File: config.mk
export PLATFORM = sky130hd
export DESIGN_NAME = pvmr_regs
export DESIGN_NICKNAME = d
export VERILOG_FILES = /design/src/common/pvmr_pkg.sv /design/src/logic/pvmr_regs.sv
export SDC_FILE = /design/constraint.sdc
export NUM_CORES = 1
export LEC_CHECK = 0
export BUFFER_PORTS_ARGS = -buffer_cell sky130_fd_sc_hd__buf_4
export CAP_MARGIN = 40
export CORE_ASPECT_RATIO = 1.75
export CORE_MARGIN = 3
export CORE_UTILIZATION = 35
export CTS_BUF_LIST = sky130_fd_sc_hd__clkbuf_8
export DETAILED_ROUTE_END_ITERATION = 10
export PLACE_DENSITY_LB_ADDON = 0.08
export SLEW_MARGIN = 20
export SYNTH_ARGS = -nofsm -noshare
export SYNTH_HDL_FRONTEND = slang
export SYNTH_SLANG_ARGS = --single-unit
File: constraint.sdc
create_clock -name clk -period 2.2 [get_ports clk]
set_clock_uncertainty 0.1 [all_clocks]
set_input_delay 0.33 -clock clk [delete_from_list [all_inputs] [get_ports clk]]
set_output_delay 0.33 -clock clk [all_outputs]
set_load 0.01 [all_outputs]
File: src/common/pvmr_pkg.sv
`default_nettype none
package pvmr_pkg;
  // register indices, as seen on the management interface
  localparam logic [4:0] IDX_POWER_DOWN_ENERGY_STATUS   = 5'h11;
  localparam logic [4:0] IDX_OPERATING_MODE_AND_ADDRESS = 5'h12;
  localparam logic [4:0] IDX_SYMBOL_ERROR_COUNT         = 5'h1A;
  localparam logic [4:0] IDX_CROSSOVER_POLARITY_CONTROL = 5'h1B;
  localparam logic [4:0] IDX_INTERRUPT_SOURCE_FLAGS     = 5'h1D;
  localparam logic [4:0] IDX_INTERRUPT_ENABLE_MASK      = 5'h1E;
  localparam logic [4:0] IDX_NEGOTIATION_SPEED_STATUS   = 5'h1F;

  // field positions
  localparam int POS_ENERGY_DETECT_POWERDOWN_ENABLE    = 13;
  localparam int POS_ENERGY_PRESENT = 1;
  localparam int POS_MODE_LSB       = 5;
  localparam int POS_ADDR_LSB       = 0;
  localparam int POS_XOVER_OVERRIDE = 15;
  localparam int POS_XOVER_AUTO     = 14;
  localparam int POS_XOVER_SWAP     = 13;
  localparam int POS_RX_POLARITY    = 4;
  localparam int POS_FLAG_LSB       = 1;
  localparam int POS_AN_DONE        = 12;
  localparam int POS_KEEP_LSB       = 5;
  localparam int POS_SPEED_LSB      = 2;

  // reset values
  localparam logic [2:0] RST_MODE           = 3'h7;
  localparam logic [4:0] RST_PORT_ADDRESS   = 5'h01;
  localparam logic [6:0] RST_KEEP_PATTERN   = 7'h02;
  localparam logic [6:0] RST_MASK           = 7'h00;
  localparam logic [15:0] RST_SYMBOL_COUNT  = 16'h0000;

  // timing
  localparam int CLK_MHZ        = 250;
  localparam int ENERGY_LOSS_MS = 256;
  localparam longint ENERGY_LOSS_CYCLES = longint'(ENERGY_LOSS_MS) * 1000 * CLK_MHZ;

  typedef enum logic [2:0] {
    MODE_10_HALF, MODE_10_FULL, MODE_100_HALF, MODE_100_FULL,
    MODE_AN_100_HALF, MODE_REPEATER, MODE_RESERVED, MODE_ALL_CAPABLE
  } pvmr_mode_e;

  // register access from the management engine
  typedef struct packed {
    logic       wr;
    logic       rd;
    logic [4:0] phy_addr;
    logic [4:0] reg_idx;
    logic [15:0] wdata;
  } pvmr_req_s;

  // events from the PHY core, one-cycle pulses except levels noted
  typedef struct packed {
    logic energy_valid;       // level: valid line energy seen
    logic symbol_error;       // pulse
    logic packet_end;         // pulse
    logic rx_polarity_rev;    // level
    logic negotiation_done;   // level
    logic [2:0] speed_duplex; // level
    logic [7:1] flag_events;  // pulses
  } pvmr_core_s;

  // controls handed back to the PHY core
  typedef struct packed {
    logic       energy_detect_powerdown;
    logic [2:0] operating_mode;
    logic       autoneg_enable;
    logic       speed_100;
    logic       full_duplex;
    logic [3:0] advertise;
    logic       crs_on_transmit;
    logic       repeater;
    logic       crossover_auto;
    logic       crossover_swap;
  } pvmr_ctrl_s;
endpackage
`default_nettype wire

File: src/logic/pvmr_regs.sv
`timescale 1ns/1ps
`default_nettype none
// Functional notes
// bit 13 enables energy-detect power-down
// software should enable negotiation before power-down
// energy bit drops after 256 ms silence
// mode field 7:5, default 111, soft-kept
// codes 000/001 force 10 Mbps half/full
// codes 010/011 force 100 Mbps half/full
// codes 100/101 negotiate, advertise 100 half
// code 111 negotiates, advertises all abilities
// software never writes mode code 110
// address field 4:0, default 00001, soft-kept
// bad-symbol counter, once per packet
// bad-symbol counter wraps past maximum
// counter cleared by reset, frozen in 10 Mbps
// bit 15 overrides the crossover strap
// bit 14 chooses automatic crossover when overridden
// bit 13 swaps pairs in manual crossover
// software never sets bits 15,14,13 together
// bit 4 shows 10 Mbps receive polarity
// latched interrupt flags in bits 7:1
// mask bits 7:1 enable flags, reset zero
// bit 12 shows negotiation done
// bits 11:5 hold 0000010 pattern
// bits 4:2 report resolved speed and duplex
// interrupt request follows masked flags
module pvmr_regs
  import pvmr_pkg::*;
#(
  parameter longint ENERGY_LOSS_COUNT = pvmr_pkg::ENERGY_LOSS_CYCLES
) (
  input  wire logic               clk,           // 250 MHz core clock
  input  wire logic               nrst,          // hardware reset, active low
  input  wire logic               soft_rst,      // software reset pulse
  input  wire pvmr_pkg::pvmr_req_s req,          // register access request
  input  wire pvmr_pkg::pvmr_core_s core,        // status from PHY core
  input  wire logic               xover_strap,   // crossover_auto_strap pin
  output logic [15:0]             rdata,         // read data, valid after rd
  output logic                    rvalid,        // read data valid pulse
  output pvmr_pkg::pvmr_ctrl_s    ctrl,          // controls to PHY core
  output logic                    irq            // interrupt request, active high
);
  import pvmr_pkg::*;

  localparam int ECW = 34;

  logic        energy_detect_powerdown_q;
  logic        energy_present_q;
  logic [ECW-1:0] silence_q;
  logic [2:0]  mode_q;
  logic [4:0]  addr_q;
  logic [15:0] bad_symbol_count_q;
  logic        pkt_err_seen_q;
  logic        x_override_q;
  logic        x_auto_q;
  logic        x_swap_q;
  logic [7:1]  flags_q;
  logic [7:1]  mask_q;
  logic [6:0]  keep_q;
  logic        strap_s1_q;
  logic        strap_s2_q;
  logic        strap_q;
  logic        strap_taken_q;
  logic [1:0]  strap_wait_q;
  logic        pol_s1_q;
  logic        pol_s2_q;
  logic        en_s1_q;
  logic        en_s2_q;
  logic        energy_prev_q;

  // core status arrives from the analogue side, so synchronise the polarity and energy levels
  always_ff @(posedge clk or negedge nrst) begin
    if (!nrst) begin
      pol_s1_q <= 1'b0;
      pol_s2_q <= 1'b0;
      en_s1_q  <= 1'b0;
      en_s2_q  <= 1'b0;
    end else begin
      pol_s1_q <= core.rx_polarity_rev;
      pol_s2_q <= pol_s1_q;
      en_s1_q  <= core.energy_valid;
      en_s2_q  <= en_s1_q;
    end
  end

  // strap is captured once after reset release, through a synchroniser
  always_ff @(posedge clk or negedge nrst) begin
    if (!nrst) begin
      strap_s1_q    <= 1'b0;
      strap_s2_q    <= 1'b0;
      strap_q       <= 1'b0;
      strap_taken_q <= 1'b0;
      strap_wait_q  <= 2'h0;
    end else begin
      strap_s1_q <= xover_strap;
      strap_s2_q <= strap_s1_q;
      if (!strap_taken_q) begin
        // wait until the pin has reached the second stage, else the reset value is taken
        if (strap_wait_q == 2'h2) begin
          strap_q       <= strap_s2_q;
          strap_taken_q <= 1'b1;
        end else begin
          strap_wait_q <= strap_wait_q + 2'h1;
        end
      end
    end
  end

  logic addr_hit;
  logic wr_hit;
  assign addr_hit = (req.phy_addr == addr_q);
  assign wr_hit   = req.wr && addr_hit;

  function automatic logic wr_to(input logic [4:0] idx);
    return wr_hit && (req.reg_idx == idx);
  endfunction

  // power-down enable is soft-resettable
  always_ff @(posedge clk or negedge nrst) begin
    if (!nrst) begin
      energy_detect_powerdown_q <= 1'b0;
    end else if (soft_rst) begin
      energy_detect_powerdown_q <= 1'b0;
    end else if (wr_to(IDX_POWER_DOWN_ENERGY_STATUS)) begin
      energy_detect_powerdown_q <= req.wdata[POS_ENERGY_DETECT_POWERDOWN_ENABLE];
    end
  end

  // energy status: set by hardware reset and by valid line energy
  // the silence counter holds at its limit instead of wrapping, so a long
  // quiet line never brings the bit back by itself
  always_ff @(posedge clk or negedge nrst) begin
    if (!nrst) begin
      energy_present_q <= 1'b1;
      silence_q        <= '0;
      energy_prev_q    <= 1'b1;
    end else begin
      energy_prev_q <= energy_present_q;
      if (en_s2_q) begin
        silence_q        <= '0;
        energy_present_q <= 1'b1;
      end else if (silence_q >= ECW'(ENERGY_LOSS_COUNT - 1)) begin
        energy_present_q <= 1'b0;
      end else begin
        silence_q <= silence_q + ECW'(1);
      end
    end
  end

  // mode and address survive software reset
  always_ff @(posedge clk or negedge nrst) begin
    if (!nrst) begin
      mode_q <= RST_MODE;
      addr_q <= RST_PORT_ADDRESS;
    end else if (wr_to(IDX_OPERATING_MODE_AND_ADDRESS)) begin
      mode_q <= req.wdata[POS_MODE_LSB +: 3];
      addr_q <= req.wdata[POS_ADDR_LSB +: 5];
    end
  end

  // one count per packet regardless of how many bad symbols it holds
  // the resolved-speed field also blocks counting, since a negotiated
  // 10 Mbps link runs with the all-capable mode code
  logic mode_is_10;
  assign mode_is_10 = (mode_q == MODE_10_HALF) || (mode_q == MODE_10_FULL) ||
                      (core.speed_duplex[1:0] == 2'h1);
  always_ff @(posedge clk or negedge nrst) begin
    if (!nrst) begin
      bad_symbol_count_q <= RST_SYMBOL_COUNT;
      pkt_err_seen_q     <= 1'b0;
    end else if (soft_rst) begin
      bad_symbol_count_q <= RST_SYMBOL_COUNT;
      pkt_err_seen_q     <= 1'b0;
    end else begin
      if (core.symbol_error && !pkt_err_seen_q && !mode_is_10) begin
        bad_symbol_count_q <= bad_symbol_count_q + 16'h0001;
      end
      if (core.packet_end) begin
        pkt_err_seen_q <= 1'b0;
      end else if (core.symbol_error) begin
        pkt_err_seen_q <= 1'b1;
      end
    end
  end

  // crossover control, soft-kept
  // swap is masked later under automatic crossover so a stray bit cannot reverse pairs
  always_ff @(posedge clk or negedge nrst) begin
    if (!nrst) begin
      x_override_q <= 1'b0;
      x_auto_q     <= 1'b0;
      x_swap_q     <= 1'b0;
    end else if (wr_to(IDX_CROSSOVER_POLARITY_CONTROL)) begin
      x_override_q <= req.wdata[POS_XOVER_OVERRIDE];
      x_auto_q     <= req.wdata[POS_XOVER_AUTO];
      x_swap_q     <= req.wdata[POS_XOVER_SWAP];
    end
  end

  // latched flags clear on read; a new event in the read cycle wins
  logic rd_flags;
  assign rd_flags = req.rd && addr_hit && (req.reg_idx == IDX_INTERRUPT_SOURCE_FLAGS);
  logic [7:1] events;
  assign events = {core.flag_events[7:1] | {~energy_prev_q & energy_present_q, 6'h00}};
  always_ff @(posedge clk or negedge nrst) begin
    if (!nrst) begin
      flags_q <= 7'h00;
    end else if (soft_rst) begin
      flags_q <= 7'h00;
    end else begin
      flags_q <= (rd_flags ? 7'h00 : flags_q) | events;
    end
  end

  always_ff @(posedge clk or negedge nrst) begin
    if (!nrst) begin
      mask_q <= RST_MASK;
    end else if (soft_rst) begin
      mask_q <= RST_MASK;
    end else if (wr_to(IDX_INTERRUPT_ENABLE_MASK)) begin
      mask_q <= req.wdata[POS_FLAG_LSB +: 7];
    end
  end

  always_ff @(posedge clk or negedge nrst) begin
    if (!nrst) begin
      keep_q <= RST_KEEP_PATTERN;
    end else if (soft_rst) begin
      keep_q <= RST_KEEP_PATTERN;
    end else if (wr_to(IDX_NEGOTIATION_SPEED_STATUS)) begin
      keep_q <= req.wdata[POS_KEEP_LSB +: 7];
    end
  end

  // interrupt request from the stored flags and mask
  // registered so the pin cannot glitch while flags and mask
  // change in the same cycle
  always_ff @(posedge clk or negedge nrst) begin
    if (!nrst) begin
      irq <= 1'b0;
    end else begin
      irq <= |(flags_q & mask_q);
    end
  end

  // read mux
  // unmapped indices read as zero but still answer, so a master
  // that probes the map never stalls
  logic [15:0] rd_word;
  always_comb begin
    rd_word = 16'h0000;
    case (req.reg_idx)
      IDX_POWER_DOWN_ENERGY_STATUS: begin
        rd_word[POS_ENERGY_DETECT_POWERDOWN_ENABLE]    = energy_detect_powerdown_q;
        rd_word[POS_ENERGY_PRESENT] = energy_present_q;
      end
      IDX_OPERATING_MODE_AND_ADDRESS: begin
        rd_word[POS_MODE_LSB +: 3] = mode_q;
        rd_word[POS_ADDR_LSB +: 5] = addr_q;
      end
      IDX_SYMBOL_ERROR_COUNT: rd_word = bad_symbol_count_q;
      IDX_CROSSOVER_POLARITY_CONTROL: begin
        rd_word[POS_XOVER_OVERRIDE] = x_override_q;
        rd_word[POS_XOVER_AUTO]     = x_auto_q;
        rd_word[POS_XOVER_SWAP]     = x_swap_q;
        rd_word[POS_RX_POLARITY]    = pol_s2_q;
      end
      IDX_INTERRUPT_SOURCE_FLAGS: rd_word[POS_FLAG_LSB +: 7] = flags_q;
      IDX_INTERRUPT_ENABLE_MASK:  rd_word[POS_FLAG_LSB +: 7] = mask_q;
      IDX_NEGOTIATION_SPEED_STATUS: begin
        rd_word[POS_AN_DONE]        = core.negotiation_done && ctrl.autoneg_enable;
        rd_word[POS_KEEP_LSB +: 7]  = keep_q;
        rd_word[POS_SPEED_LSB +: 3] = core.speed_duplex;
      end
      default: rd_word = 16'h0000;
    endcase
  end

  always_ff @(posedge clk or negedge nrst) begin
    if (!nrst) begin
      rdata  <= 16'h0000;
      rvalid <= 1'b0;
    end else begin
      rvalid <= req.rd && addr_hit;
      if (req.rd && addr_hit) begin
        rdata <= rd_word;
      end
    end
  end

  // decode the operating mode into core controls
  pvmr_ctrl_s ctrl_d;
  always_comb begin
    ctrl_d                         = '0;
    ctrl_d.energy_detect_powerdown = energy_detect_powerdown_q;
    ctrl_d.operating_mode          = mode_q;
    case (mode_q)
      MODE_10_HALF: ctrl_d.crs_on_transmit = 1'b1;
      MODE_10_FULL: ctrl_d.full_duplex     = 1'b1;
      MODE_100_HALF: begin
        ctrl_d.speed_100       = 1'b1;
        ctrl_d.crs_on_transmit = 1'b1;
      end
      MODE_100_FULL: begin
        ctrl_d.speed_100   = 1'b1;
        ctrl_d.full_duplex = 1'b1;
      end
      MODE_AN_100_HALF, MODE_REPEATER: begin
        ctrl_d.speed_100       = 1'b1;
        ctrl_d.autoneg_enable  = 1'b1;
        ctrl_d.advertise       = 4'h4;
        ctrl_d.crs_on_transmit = (mode_q == MODE_AN_100_HALF);
        ctrl_d.repeater        = (mode_q == MODE_REPEATER);
      end
      MODE_ALL_CAPABLE: begin
        ctrl_d.speed_100       = 1'b1;
        ctrl_d.autoneg_enable  = 1'b1;
        ctrl_d.advertise       = 4'hF;
        ctrl_d.crs_on_transmit = 1'b1;
      end
      // reserved code: left as all-off, software is not to use it
      default: ctrl_d.operating_mode = mode_q;
    endcase
    if (x_override_q) begin
      ctrl_d.crossover_auto = x_auto_q;
      ctrl_d.crossover_swap = !x_auto_q && x_swap_q;
    end else begin
      ctrl_d.crossover_auto = strap_q;
    end
  end

  // registered so every control reaches the core one cycle after the register that drives it, two cycles after a write
  always_ff @(posedge clk or negedge nrst) begin
    if (!nrst) begin
      ctrl <= '0;
    end else begin
      ctrl <= ctrl_d;
    end
  end
endmodule
`default_nettype wire

==> impl_metrics.json <==
{
  "status": "complete, but fails checks",
  "violations": "negative setup slack",
  "dpl_cell_area_sq_mm": 0.00705,
  "area.sequential_sq_mm": 0.00319,
  "vias": 4817,
  "synthCells": 557,
  "synthArstFlopShare": 1.00,
  "worst_pin_slew_ps": 663,
  "worstPathRequired_ps": 2450,
  "crit_path_max_fanout": 14,
  "port-buffer-count": 78,
  "hold_path.class": "in -> reg",
  "dr.pass1.iters": 4,
  "arrival_ps": 2480,
  "nNetsFinal": 739,
  "final.fill_count": 1597,
  "peakVddDrop_mv": 0.291,
  "place_ws_ps": -86.9,
  "max_stage_delay_ps": 550,
  "drc_errors": 0,
  "syn_nets": 607,
  "finalWirelength_mm": 16.2,
  "powerDensity_mw_per_mm2": 605,
  "drive_gt1_frac": 0.323,
  "crit_chain": "or4_4, nor2_4, o21ai_4, buf_12, or4_1, a21oi_2",
  "synth_top_cell_area_share": 0.513,
  "fp.dieH_microns": 177,
  "instances_no_fill": 926,
  "dieWidth_microns": 104,
  "track_usage": 0.180,
  "setup_viol": 18,
  "post_drt_wl_per_cell_microns": 17.5,
  "report.final.slew_viol_count": 0,
  "syn_area_sq_mm": 0.00586,
  "viasPerCell": 5.20,
  "ff2ff_setup_slack_ps": -30,
  "grt_pass1_vias": 4987,
  "grt_max_degree": 46,
  "ys.flop_type": "dfrtp_1",
  "clockBufferDepth": 2,
  "syn2layout_area_growth_pct": 33.1,
  "cts.reportedPaths.clkPinSlew_ps": 80,
  "ys_warn_count": 0,
  "dieArea_sq_mm": 0.0184,
  "overflow": 0,
  "yosysSeqAreaShare": 0.544,
  "finalCriticalPeriod_ps": 2230,
  "yosys-top-cells-area": "dfrtp_1, dfstp_2, nor2_1",
  "avgSynthCellArea_sq_um": 10.5,
  "initial_utilization": 0.356,
  "place_congestion": 0.871,
  "num_rows": 62,
  "cts_sinks": 127,
  "antenna_found_initial": 0,
  "design_area_sq_mm": 0.00780,
  "critPathCaptureType": "register",
  "rsz0062_at_grt": "true",
  "relSlewSlack": 0.558,
  "fin_crit_sh": 1.01,
  "setup_slack_ps": -32.1,
  "numCtsBuffers": 17,
  "cts-htree-levels": 4,
  "setup_tns_ps": -300,
  "ant_nets": 0,
  "synth_edf_count": 0,
  "fmax_mhz": 448,
  "finalHoldViolations": 0,
  "drt_iter0_markers": 175,
  "num_antenna_cells": 0,
  "critPathKind": "reg -> reg",
  "cap_violations": 0,
  "synth_top_area_cell": "dfrtp_1",
  "p_leak_nw": 3.41,
  "final_util": 0.474,
  "cp-start-kind": "register",
  "dp_hpwl_mm": 11.6,
  "multi_input_area_sq_mm": 0.00272,
  "grt_pass1_wl_mm": 26.1,
  "cts_tree": "yes",
  "dp_cells": 885,
  "clock_latency_ps": 440,
  "post-synth-top-count-cell": "dfrtp_1",
  "ys_seq_elements": 127,
  "io_pins": 80,
  "synth_cell_type_count": 52,
  "clockRootBuffer": "clkbuf_8",
  "coreArea_sq_mm": 0.0164,
  "cp_slowest_cell": "or4_4",
  "synthTopCellsByCount": "dfrtp_1, nor2_1, nand2_1"
}
## worst paths after layout
path	from	depth (start not counted)	endpoint
setup / recovery	silence_q[27]	6	silence_q[18]
min in group asynchronous	nrst	2	ctrl[8]
max in group asynchronous	nrst	3	mode_q[1]
hold reg to reg	en_s1_q	0	en_s2_q
setup reg to reg	silence_q[27]	6	silence_q[18]
hold / removal	req[14]	2	x_auto_q
## metal layers
metal,GRT usage,vias to the layer above,wire length (microns)
met1,0.199,2386,6330
met2,0.331,106,8850
li1,-,2300,-
met5,0,-,0
met4,0.0810,0,485
met3,0.0398,25,525
## layout by cell type, fill, tap and decap left out, types with 4 or more instances in the layout
cell type        n
buf_4          128
dfrtp_1        120
nor2_1          48
nand2_1         47
o21ai_1         25
a21oi_1         19
clkbuf_8        19
nand3_1         18
xor2_1          16
nor2b_1         16
nand4_1         15
mux2i_1         15
a22oi_1         14
inv_1           13
mux2_1          13
o31ai_1         13
and3_1          12
a21oi_2         12
or4_4           11
or4_1            9
a222oi_1         7
dfstp_2          7
nor3_1           6
and4_1           6
nor4_2           5
dlygate4sd3_1    5
buf_12           5
xnor2_1          4
o31ai_4          4
## through the flow
stage	hold slack (ps)	power (mW)
finish	21.2	4.72
global route	5.72	4.90
CTS	1.68	4.80
detailed placement	237	2.71
global placement	233	2.70
floorplan	-65.6	2.51
## cell families after synthesis
logic type / count (synthesis) / synth area share
simple gates: 223 / 0.209
flops: 127 / 0.544
compound gates: 111 / 0.121
buf+inv: 41 / 0.0310
mux: 32 / 0.0583
xor+xnor: 20 / 0.0299
fa+ha+maj: 3 / 0.00641
## what timing repair did
| action | in CTS | in global routing |
|---|---|---|
| cloned | 1 | 0 |
| setup buffers | 1 | 2 |
| setup endpoints to repair | 28 | 25 |
| hold buffers | 5 | 0 |
| resized for setup | 20 | 30 |
| pin swaps | 9 | 11 |
| hold endpoints to repair | 34 | 0 |
## worst max-delay path: cells and delay by family (launching register included)
family | cells | cell delay [ps]
AND/OR/NAND/NOR | 3 | 1250
AO/OA/AOI/OAI | 2 | 250
buffers and inverters | 1 | 170
flip-flops | 1 | 380
## where the power goes
part / leakage (nW) / internal [mW] / switching [mW]
combinational: 1.51 / 0.120 / 0.151
sequential: 1.70 / 2.37 / 0.0306
clock: 0.204 / 1.07 / 0.979
total: 3.41 / 3.56 / 1.16
## sequential cells by signal (all words and copies together) (netlist names), 2 cells and up
register and count:
keep_q 7, mask_q 7, bad_symbol_count_q 16, addr_q 5
silence_q 34, ctrl 13, flags_q 7, strap_wait_q 2
mode_q 3, rdata 16
## area by class of cell
class,count,area share
Clock buffer,19,0.0335
Clock inverter,13,0.0177
Inverter,13,0.00626
Multi-Input combinational cell,389,0.348
Sequential cell,127,0.409
Tap cell,224,0.0359
Timing Repair Buffer,141,0.150
Power figures use the tool's default switching activity.
